$ cat src/sso_pkg.sv
// shared constants, types and register map for the servo status outputs
`default_nettype none
package sso_pkg;
	// register map (byte offsets)
	localparam logic [7:0] CTRL_OFS   = 8'h00;
	localparam logic [7:0] PINMAP_OFS = 8'h04;
	localparam logic [7:0] STATUS_OFS = 8'h08;
	// control register fields
	localparam int CTRL_BRAKE_EN_BIT = 0;
	localparam int CTRL_CODE_EN_BIT  = 1;
	localparam logic [1:0] CTRL_RST  = 2'h0;
	// pin map: three 3-bit function fields, pin n at bits 3n+2..3n
	localparam int PIN_SEL_W = 3;
	localparam int PIN_CNT   = 3;
	localparam logic [8:0] PINMAP_RST = 9'h000;
	// power-on settle time for the warning outputs
	localparam int CLK_HZ         = 20_000_000;
	localparam int WARN_SETTLE_MS = 1500;
	localparam int WARN_SETTLE_CYC = (CLK_HZ / 1000) * WARN_SETTLE_MS;
	localparam int SETTLE_W = 25;

	typedef enum logic [2:0] {
		PIN_FN_DEFAULT = 3'h0,
		PIN_FN_READY   = 3'h1,
		PIN_FN_INPOS   = 3'h2,
		PIN_FN_SPEED   = 3'h3,
		PIN_FN_ZSPD    = 3'h4,
		PIN_FN_BRAKE   = 3'h5,
		PIN_FN_WARN    = 3'h6,
		PIN_FN_BATT    = 3'h7
	} sso_pin_fn_e;

	typedef enum logic [3:0] {
		CAUSE_WATCHDOG  = 4'h0,
		CAUSE_MEMORY    = 4'h1,
		CAUSE_CLOCK     = 4'h2,
		CAUSE_BOARD     = 4'h3,
		CAUSE_PARAM     = 4'h4,
		CAUSE_SERIAL    = 4'h5,
		CAUSE_REGEN     = 4'h6,
		CAUSE_OVERVOLT  = 4'h7,
		CAUSE_UNDERVOLT = 4'h8,
		CAUSE_OTHER     = 4'hF
	} sso_cause_e;

	localparam logic [2:0] CODE_SYSTEM = 3'h0;
	localparam logic [2:0] CODE_OVERV  = 3'h1;
	localparam logic [2:0] CODE_UNDERV = 3'h2;
	localparam logic [2:0] CODE_OTHER  = 3'h7;

	// ordinary status flags from the drive core
	typedef struct packed {
		logic servo_on;
		logic ready;
		logic in_position;
		logic speed_reached;
		logic zero_speed;
	} sso_motion_s;

	// alarm and warning conditions from the protection logic
	typedef struct packed {
		logic       alarm;
		sso_cause_e cause;
		logic       warn_any;
		logic       batt_cable;
		logic       batt_low;
	} sso_fault_s;
endpackage
`default_nettype wire

$ cat src/sso_status_out.sv
// status, warning, brake interlock and alarm-code output logic
// Operation
// - brake interlock off while servo off or any alarm present
// - brake interlock enabled makes zero-speed output unavailable
// - pin assigned to warning or battery warning loses its old signal
// - warning output on while any warning exists
// - warning output off within about 1.5 s of power-on if none
// - battery warning on for cable-disconnected or low-battery warning
// - battery warning off within about 1.5 s of power-on if none
// - code enable makes three pins carry the alarm code during an alarm
// - without alarm the three pins carry their ordinary status signals
//
// Added by the designer: the strobed register port and the address map.
`timescale 1ns/100ps
`default_nettype none
module sso_status_out #(
	parameter int SETTLE_CYC = sso_pkg::WARN_SETTLE_CYC
) (
	// clock and reset
	input  wire logic               mclk_i,
	input  wire logic               rst_n_i,
	input  wire logic               ce_i,
	// register port
	input  wire logic [7:0]         addr_i,
	input  wire logic [31:0]        wdata_i,
	input  wire logic               wr_i,
	input  wire logic               rd_i,
	output logic      [31:0]        rdata_o,
	// drive core conditions
	input  wire sso_pkg::sso_motion_s motion_i,
	input  wire sso_pkg::sso_fault_s  fault_i,
	// dedicated status outputs
	output logic                    brake_interlock_out_o,
	output logic                    warning_flag_out_o,
	output logic                    battery_warning_out_o,
	output logic                    zero_speed_out_o,
	// shared pins: ordinary status or alarm code
	output logic                    fault_code_bit0_o,
	output logic                    fault_code_bit1_o,
	output logic                    fault_code_bit2_o
);
	localparam logic [sso_pkg::SETTLE_W-1:0] SETTLE_LAST =
		sso_pkg::SETTLE_W'(SETTLE_CYC - 1);

	function automatic logic [2:0] fault_group(input sso_pkg::sso_cause_e c);
		unique case (c)
			sso_pkg::CAUSE_WATCHDOG, sso_pkg::CAUSE_MEMORY, sso_pkg::CAUSE_CLOCK,
			sso_pkg::CAUSE_BOARD, sso_pkg::CAUSE_PARAM,
			sso_pkg::CAUSE_SERIAL:    fault_group = sso_pkg::CODE_SYSTEM;
			sso_pkg::CAUSE_REGEN,
			sso_pkg::CAUSE_OVERVOLT:  fault_group = sso_pkg::CODE_OVERV;
			sso_pkg::CAUSE_UNDERVOLT: fault_group = sso_pkg::CODE_UNDERV;
			default:                  fault_group = sso_pkg::CODE_OTHER;
		endcase
	endfunction

	function automatic logic pin_pick(input logic [2:0] sel, input logic [7:0] fns,
		input logic dflt);
		pin_pick = (sel == sso_pkg::PIN_FN_DEFAULT) ? dflt : fns[sel];
	endfunction

	logic [1:0]                   ctrl_reg;
	logic [8:0]                   pinmap_reg;
	logic [sso_pkg::SETTLE_W-1:0] settle_cnt_reg;
	logic                         settle_done_reg;
	logic [31:0]                  rdata_reg;
	logic [2:0]                   pins_reg;
	logic                         brake_reg;
	logic                         warn_reg;
	logic                         batt_reg;
	logic                         zspd_reg;

	wire wr_ctrl   = ce_i && wr_i && (addr_i == sso_pkg::CTRL_OFS);
	wire wr_pinmap = ce_i && wr_i && (addr_i == sso_pkg::PINMAP_OFS);

	// brake is usable when enabled directly or routed to any shared pin
	wire [2:0] pin_is_brake;
	wire       brake_routed = |pin_is_brake;
	wire       brake_used   = ctrl_reg[sso_pkg::CTRL_BRAKE_EN_BIT] | brake_routed;
	wire       code_en      = ctrl_reg[sso_pkg::CTRL_CODE_EN_BIT];

	wire brake_next = motion_i.servo_on && !fault_i.alarm;
	wire zspd_next  = motion_i.zero_speed && !brake_used;
	// outputs stand on through the settle window, then follow the condition
	wire warn_next  = settle_done_reg ? fault_i.warn_any : 1'b1;
	wire batt_cond  = fault_i.batt_cable || fault_i.batt_low;
	wire batt_next  = settle_done_reg ? batt_cond : 1'b1;

	wire [7:0] fn_vec = {batt_reg, warn_reg, brake_reg, zspd_reg,
		motion_i.speed_reached, motion_i.in_position, motion_i.ready, 1'b0};
	wire [2:0] dflt_vec  = {motion_i.ready, zspd_reg, motion_i.in_position};
	wire [2:0] code_vec  = fault_group(fault_i.cause);
	wire       show_code = code_en && fault_i.alarm;
	wire [2:0] pins_next;

	genvar gi;
	generate
		for (gi = 0; gi < sso_pkg::PIN_CNT; gi++) begin : g_pin
			wire [2:0] sel = pinmap_reg[gi*sso_pkg::PIN_SEL_W +: sso_pkg::PIN_SEL_W];
			assign pin_is_brake[gi] = (sel == sso_pkg::PIN_FN_BRAKE);
			// an assigned function replaces the pin's old signal
			assign pins_next[gi] = show_code ? code_vec[gi]
				: pin_pick(sel, fn_vec, dflt_vec[gi]);
		end
	endgenerate

	wire [31:0] status_word = {22'h000000, settle_done_reg, pins_reg, zspd_reg,
		batt_reg, warn_reg, brake_reg, brake_used, show_code};
	wire [31:0] rd_mux =
		(addr_i == sso_pkg::CTRL_OFS)   ? {30'h00000000, ctrl_reg} :
		(addr_i == sso_pkg::PINMAP_OFS) ? {23'h000000, pinmap_reg} :
		(addr_i == sso_pkg::STATUS_OFS) ? status_word : 32'h00000000;

	always_ff @(posedge mclk_i or negedge rst_n_i) begin
		if (!rst_n_i) begin
			ctrl_reg   <= sso_pkg::CTRL_RST;
			pinmap_reg <= sso_pkg::PINMAP_RST;
		end else begin
			if (wr_ctrl) begin
				ctrl_reg <= wdata_i[1:0];
			end
			if (wr_pinmap) begin
				pinmap_reg <= wdata_i[8:0];
			end
		end
	end

	// the settle counter runs once after power-on; a long count is cheap here
	always_ff @(posedge mclk_i or negedge rst_n_i) begin
		if (!rst_n_i) begin
			settle_cnt_reg  <= '0;
			settle_done_reg <= 1'b0;
		end else if (ce_i && !settle_done_reg) begin
			settle_cnt_reg  <= settle_cnt_reg + 1'b1;
			settle_done_reg <= (settle_cnt_reg == SETTLE_LAST);
		end
	end

	// every output is a flop holding a level for as long as its cause holds, except warning and battery warning, which stand on through the settle window
	always_ff @(posedge mclk_i or negedge rst_n_i) begin
		if (!rst_n_i) begin
			brake_reg <= 1'b0;
			warn_reg  <= 1'b1;
			batt_reg  <= 1'b1;
			zspd_reg  <= 1'b0;
			pins_reg  <= 3'h0;
			rdata_reg <= 32'h00000000;
		end else if (ce_i) begin
			brake_reg <= brake_next;
			warn_reg  <= warn_next;
			batt_reg  <= batt_next;
			zspd_reg  <= zspd_next;
			pins_reg  <= pins_next;
			rdata_reg <= rd_i ? rd_mux : 32'h00000000;
		end
	end

	assign rdata_o               = rdata_reg;
	assign brake_interlock_out_o = brake_reg;
	assign warning_flag_out_o    = warn_reg;
	assign battery_warning_out_o = batt_reg;
	assign zero_speed_out_o      = zspd_reg;
	assign fault_code_bit0_o     = pins_reg[0];
	assign fault_code_bit1_o     = pins_reg[1];
	assign fault_code_bit2_o     = pins_reg[2];
endmodule
`default_nettype wire

$ cat config.mk
export PLATFORM = sky130hd
export DESIGN_NAME = sso_status_out
export DESIGN_NICKNAME = d
export VERILOG_FILES = /design/src/sso_pkg.sv /design/src/sso_status_out.sv
export SDC_FILE = /design/constraint.sdc
export NUM_CORES = 1
export LEC_CHECK = 0
export BUFFER_PORTS_ARGS = -buffer_cell sky130_fd_sc_hd__buf_2
export CORE_UTILIZATION = 45
export CTS_CLUSTER_SIZE = 20
export DETAILED_ROUTE_END_ITERATION = 12
export GPL_TIMING_DRIVEN = 0
export PLACE_DENSITY = 0.76
export SLEW_MARGIN = 20
export SYNTH_ARGS = -nofsm -noshare
export SYNTH_HDL_FRONTEND = slang
export SYNTH_SLANG_ARGS = --single-unit
$ cat constraint.sdc
create_clock -name mclk_i -period 1.75 [get_ports mclk_i]
set_clock_uncertainty 0.15 [all_clocks]
set_input_delay 0.175 -clock mclk_i [delete_from_list [all_inputs] [get_ports mclk_i]]
set_output_delay 0.175 -clock mclk_i [all_outputs]
set_load 0.005 [all_outputs]
**After elaboration in Yosys (flattened, before gate mapping)**

Memories as Yosys holds them, arrays and structs flattened.
Index checks and enable logic that the tools add are counted.
Widths: inputs -> output; s select.

- Add/subtract/negate cells: 1
- Multipliers: 0
- Divide/modulo/power cells: 0
- Order comparisons: 3
- Eq/ne operators: 6
- Shifts and indexed selects: 0
- Mux-type cells: 18
- Bitwise gates (word level): 1
- Reduce and logical (&&, ||, !) cells: 16

Operators by type and width:

| operator | count |
|---|---|
| $mux 10 | 4 |
| $add 25x1->25 const B | 1 |
| $eq 25x25->1 const B | 1 |
| $lt 3x4->1 const B | 3 |
| $mux 1 | 11 |
| $bmux 1 s3 | 3 |
| $eq 3x3->1 const B | 3 |
| $logic_not 3->1 | 3 |
| $eq 8x3->1 const B | 1 |
| $eq 8x4->1 const B | 1 |
| $logic_not 8->1 | 1 |
| $logic_and 1x1->1 | 7 |
| $logic_not 1->1 | 3 |
| $reduce_or 3->1 | 1 |
| $logic_or 1x1->1 | 1 |
| $or 1x1->1 | 1 |

- Register bits: 76
- Bits in latches: 0
- Memory bits (writable): 0
- Bits in read-only memories: 48
- Bits of input ports: 58
- Output and inout port bits: 39
- Word-level logic and storage cells: 56
- Memories: 1

Memory list:

| memory | words | bits a word | rd ports | clocked after memory_dff | wr ports | RTL line | text |
|---|---|---|---|---|---|---|---|
| (name not given) | 16 | 3 | 1 | 0 | 0 | sso_status_out.sv:46 | `unique case (c)` |

**Logic depth before layout (Yosys ltp)**

- Depth after elaboration: 7
- Depth in mapped cells: 6
- Gate-level depth less buffers: 5

**Worst setup path after synthesis**

Ideal clock, no wire load.

- Path kind: in2reg
- Start: in addr_i[7]
- End: reg pinmap_reg[0]
- Library setup time: 0.125 ns
- Arrival: 1.521 ns
- Required time: 1.475 ns
- Setup slack: -0.046 ns
- Cell stages on the path: 5
- Buffers on the path: 1
- Cell sequence: or4_4 -> nor3_4 -> and4_4 -> buf_12 -> mux2_4

- Cells in the longest elaborated chain, start to end: 2

Ends and longest elaborated chain:

| what | RTL line | text |
|---|---|---|
| from (decl) | sso_status_out.sv:24 | `input wire logic [7:0] addr_i,` |
| $eq 8x3->1 | sso_status_out.sv:74 | `wire wr_pinmap = ce_i && wr_i && (addr_i == sso_pkg::PINMAP_OFS);` |
| $logic_and 1x1->1 | sso_status_out.sv:74 |  |
| to (signal assigned) | sso_status_out.sv:117 | `pinmap_reg <= sso_pkg::PINMAP_RST;` |
| to (signal assigned) | sso_status_out.sv:123 | `pinmap_reg <= wdata_i[8:0];` |
| to (decl) | sso_status_out.sv:63 | `logic [8:0] pinmap_reg;` |

No other way between the ends.
A chain may end at the register's enable or synchronous reset.

**Final worst setup path**

- Start: reg settle_cnt_reg[5] in the netlist's numbering
- End: reg settle_cnt_reg[23] in the netlist's numbering

- Cells in the longest elaborated chain, start to end: 1

Ends and longest elaborated chain:

| what | RTL line | text |
|---|---|---|
| from (decl) | sso_status_out.sv:64 | `logic [sso_pkg::SETTLE_W-1:0] settle_cnt_reg;` |
| from (signal assigned) | sso_status_out.sv:134 | `settle_cnt_reg <= settle_cnt_reg + 1'b1;` |
| $add 25x1->25 | sso_status_out.sv:134 |  |

No other way between the ends.

==> run summary <==
Count of pins on the block boundary: 97. Initial DRC count: 166. Setup repair after global routing could not meet its margin everywhere. The tools report the element type at the critical path start as a flip-flop. The worst path uses 105% of the clock period.

The total via count after detailed routing is 2223. For this run, the leading register cell type out of synthesis is sky130_fd_sc_hd__dfrtp_1. The max-cap violation count came out at 0.

The multi-input combinational cells in the finished layout cover a total of 1440 um2. Counting flops and latches in the post-synthesis netlist gives 54. The repair_antennas step left the layout with diodes totalling 0.

After clock tree synthesis, the clock-pin slew on the worst setup and hold paths is 0.11 ns. For this run, global-route usage on met1 was measured as 24.1%. The global-route met2 utilization was 36.5%; the largest net degree at the start of global routing was 55. Summing the sequential cell areas from Yosys gives 47.5% of the chip area.

Using the TritonRoute via totals, the vias-per-cell ratio works out to 5.11. For this run, global-route usage on met3 was measured as 3.78%. The worst-case IR drop observed on VDD is 364 uV.

The run gives 0 as the max-slew violation total from the final report. OpenSTA, run right after detailed placement, puts the worst setup slack at -0.232 ns. For the HPWL reported at the end of detailed placement, the log shows 4430 um. The setup slack after layout came out at -0.0823 ns.

Before antenna repair, the detailed router went through 4 iterations. The register with the most flip-flops in the layout has 25 of them. The number of setup violations in the final report is 11, and the initial cell density of the core is 47.3%. The core region is 6030 um2. The checks that failed: negative setup slack. TritonCTS built the clock tree. Data required time at the worst endpoint: 1.79 ns. The die footprint is 6660 um2, and the growth of design area from synthesis to finish is 29.8%. The total grt overflow was 0; the TritonCTS sink count was 54. The floorplan has 28 rows. The number of filler instances in the final layout was 506. The worst max-slew margin expressed relative to the limit is 55.2%. Net switching is 29.2% of the power. Per report_power, the sequential group accounts for 54.9% of the total. Along the worst hold path, the cell count comes to 3. In this run the number of H-tree levels came out at 2. Along the worst path, the maximum fanout reaches 6. During synthesis, Yosys emitted a total of 0 warnings.

Dividing the detail-routed wire length by the instance count gives 15.0 um. For this run, asynchronously set or reset flops after synthesis account for 100%. The part of the total power dissipated in the clock network is 26.0%.

The type of the most critical hold path is in -> reg. The flow ran to the end, but the final reports show violations. Endpoint of the worst hold-timing path: rdata_o[9].

The post-layout net count came out at 418. The post-synthesis cell area came out at 2850 um2. Capturing element type of the critical path: a flip-flop.

The number of port buffers was 50; the total global routing track utilization was 20.0%. The top cell type by area accounts for 45.7% of the synthesized area. The biggest area contributor in the post-synthesis netlist is sky130_fd_sc_hd__dfrtp_1. The sum of routed wire length over all layers came out at 6530 um. The number of design rule violations left after detail routing was 0; the worst slack on hold paths was 0.0347 ns.

Yosys attributes the largest share of cell area to sky130_fd_sc_hd__dfrtp_1 46%, sky130_fd_sc_hd__buf_4 5.8%, sky130_fd_sc_hd__xnor2_1 5.2%, sky130_fd_sc_hd__mux2_4 4.7%, sky130_fd_sc_hd__nand3_1 2.8%. Derived from the worst setup path, the maximum achievable clock frequency is 0.546 GHz. The tools report the global placer's final weighted congestion as 0.806. Combinational logic is responsible for 19.2% of the overall power. The global routing stage identified its most utilized layer as met2. Setup slack on the worst reg-to-reg path comes out at -0.08 ns. The worst setup path is of the reg -> reg kind. The library cell used most frequently in the layout, excluding fill and tap cells, is sky130_fd_sc_hd__buf_2. Yosys mapped the design onto 53 distinct sky130hd cell types.

In this run the vertical extent of the chip is 81.6 um. The worst register-to-register path ends at settle_cnt_reg[23]. Power density of the placed cells: 720 nW/um2. Buffers inserted during clock tree synthesis total 5. The number of global-route vias before repair was 2168; the transition time at the pin with the least slew margin was 0.672 ns. The count of endpoints failing hold in the final timing report came out at 0. Counting flops with a built-in enable in the synthesized netlist gives 0. Depth of the worst register-to-register path: 6.

Across the whole layout, storage elements account for 1360 um2. The smallest clock period supported by the final layout is computed as 1.83 ns. Start point of the worst hold path: rd_i. The startpoint identified for the worst register-to-register timing path is settle_cnt_reg[5].

The first global-routing pass estimated 10100 um of wire. The initial antenna violation count was 0. The share of layout cells above drive strength 1 works out to 37.5%.

In this run the clock root is driven by a sky130_fd_sc_hd__clkbuf_8. After technology mapping, the gate count stands at 256. Summed over all cells, the static leakage comes to 0.00175 uW. The logs give 1890 uW for the design internal power and 1.88 ns for the data arrival at the endpoint of the critical path. In this run the remaining antenna-violating nets after routing total 0. Leaving out fill and tap cells, the most frequent cells in the layout are 50 x sky130_fd_sc_hd__buf_2, 49 x sky130_fd_sc_hd__dfrtp_1, 32 x sky130_fd_sc_hd__buf_4, 22 x sky130_fd_sc_hd__conb_1, 16 x sky130_fd_sc_hd__xnor2_1. The width of the die is 81.6 um.

The logs give 777 uW for the net switching power and 2 for the worst-case clock buffer depth. The latest clock arrival within the worst-skew pair is 0.31 ns, and the average instance area after synthesis is 11.1 um2.
cell families (layout without fill, tap and decap cells):
kind of cell               Yosys count  after routing  synth area share (%)
and+or+nand+nor                     83             83                  17.5
muxes                               19             19                  8.82
xor gates and xnor gates            24             24                  7.37
AOI/OAI and AO/OA                   39             39                  10.1
DFF                                 54             54                  47.5
adders and majority gates            1              1                 0.439
other                                1             22                 0.132
buffers and inverters               35            118                  8.16
synth_stat cells, types with 3 or more instances:
master                      count
sky130_fd_sc_hd__and3_1         6
sky130_fd_sc_hd__xor2_1         7
sky130_fd_sc_hd__nor2b_1        5
sky130_fd_sc_hd__mux2i_1        6
sky130_fd_sc_hd__mux2_2         3
sky130_fd_sc_hd__a31oi_1        3
sky130_fd_sc_hd__nand3_1       16
sky130_fd_sc_hd__inv_1          4
sky130_fd_sc_hd__nand4_1        7
sky130_fd_sc_hd__nor4_1         4
sky130_fd_sc_hd__clkbuf_1       6
sky130_fd_sc_hd__o2bb2ai_1      9
sky130_fd_sc_hd__a21oi_1        6
sky130_fd_sc_hd__mux2_4         9
sky130_fd_sc_hd__xnor2_1       17
sky130_fd_sc_hd__nor2_1        13
sky130_fd_sc_hd__a22oi_1        7
sky130_fd_sc_hd__nand2_1       10
sky130_fd_sc_hd__buf_4         22
sky130_fd_sc_hd__dfrtp_1       52
sky130_fd_sc_hd__nor3_1         6
sky130_fd_sc_hd__o21ai_0        3
worst max-delay path: stages (launching register included):
cell and delay (ns):
sky130_fd_sc_hd__dfrtp_1 0.43, sky130_fd_sc_hd__nand4_1 0.20, sky130_fd_sc_hd__buf_4 0.20, sky130_fd_sc_hd__nor4_4 0.30, sky130_fd_sc_hd__buf_6 0.18, sky130_fd_sc_hd__nand4_1 0.12
sky130_fd_sc_hd__xnor2_1 0.15
repair_timing:
| item | 4_1_cts | 5_1_grt |
|---|---|---|
| setup buffers | 7 | 6 |
| hold buffers | 13 | 0 |
| gates cloned | 0 | 0 |
| hold endpoints to repair | 66 | 0 |
| pin swaps | 6 | 12 |
| setup endpoints to repair | 16 | 17 |
| resized for setup | 4 | 24 |
stage by stage:
stage | power, uW | util (%) | cell area [um2] | TNS [ns] | std cells
detailed placement | 1860 | 54.4 | 3280 | -3.48 | 402
finish | 2660 | 61.4 | 3700 | -0.479 | 435
floorplan | 1710 | - | 2930 | -0.411 | 277
global placement | 1840 | 54.3 | 3270 | -2.91 | 402
CTS | 2610 | 59.1 | 3560 | -0.0332 | 430
global route | 2810 | 61.4 | 3700 | -1.67 | 435
power groups by stage:
stage | Clock [uW] | Sequential [uW] | Combinational [uW]
final | 691 | 1460 | 510
after global routing | 760 | 1480 | 573
after CTS | 708 | 1440 | 456
after detailed placement | 0 | 1470 | 391
after global placement | 0 | 1470 | 378
after floorplan | 0 | 1450 | 261
routing by layer:
metal	part of all wire (%)	wire, um
met3	5.0	326
met4	0.78	51
met1	42	2740
met2	52	3420
met5	0	0
area by class of cell:
class	instances	area share (%)
Inverter	4	0.406
Clock buffer	6	1.96
Clock inverter	2	0.406
Multi-Input combinational cell	188	38.8
Sequential cell	54	36.7
Tap cell	75	2.54
Buffer	30	5.82
Timing Repair Buffer	76	13.4
how the worst max path moves through the flow:
stage	slack, ns	from	to	cells after the start
3_3_place_gp	-0.21	addr_i[7]	pinmap_reg[4]	6
5_1_grt	-0.17	settle_cnt_reg[5]	settle_cnt_reg[18]	6
4_1_cts	-0.02	settle_done_reg	settle_cnt_reg[21]	5
3_5_place_dp	-0.23	addr_i[7]	pinmap_reg[0]	6
2_1_floorplan	-0.05	addr_i[7]	pinmap_reg[0]	5
6_report	-0.08	settle_cnt_reg[5]	settle_cnt_reg[23]	6
Power figures use the tool's default switching activity.
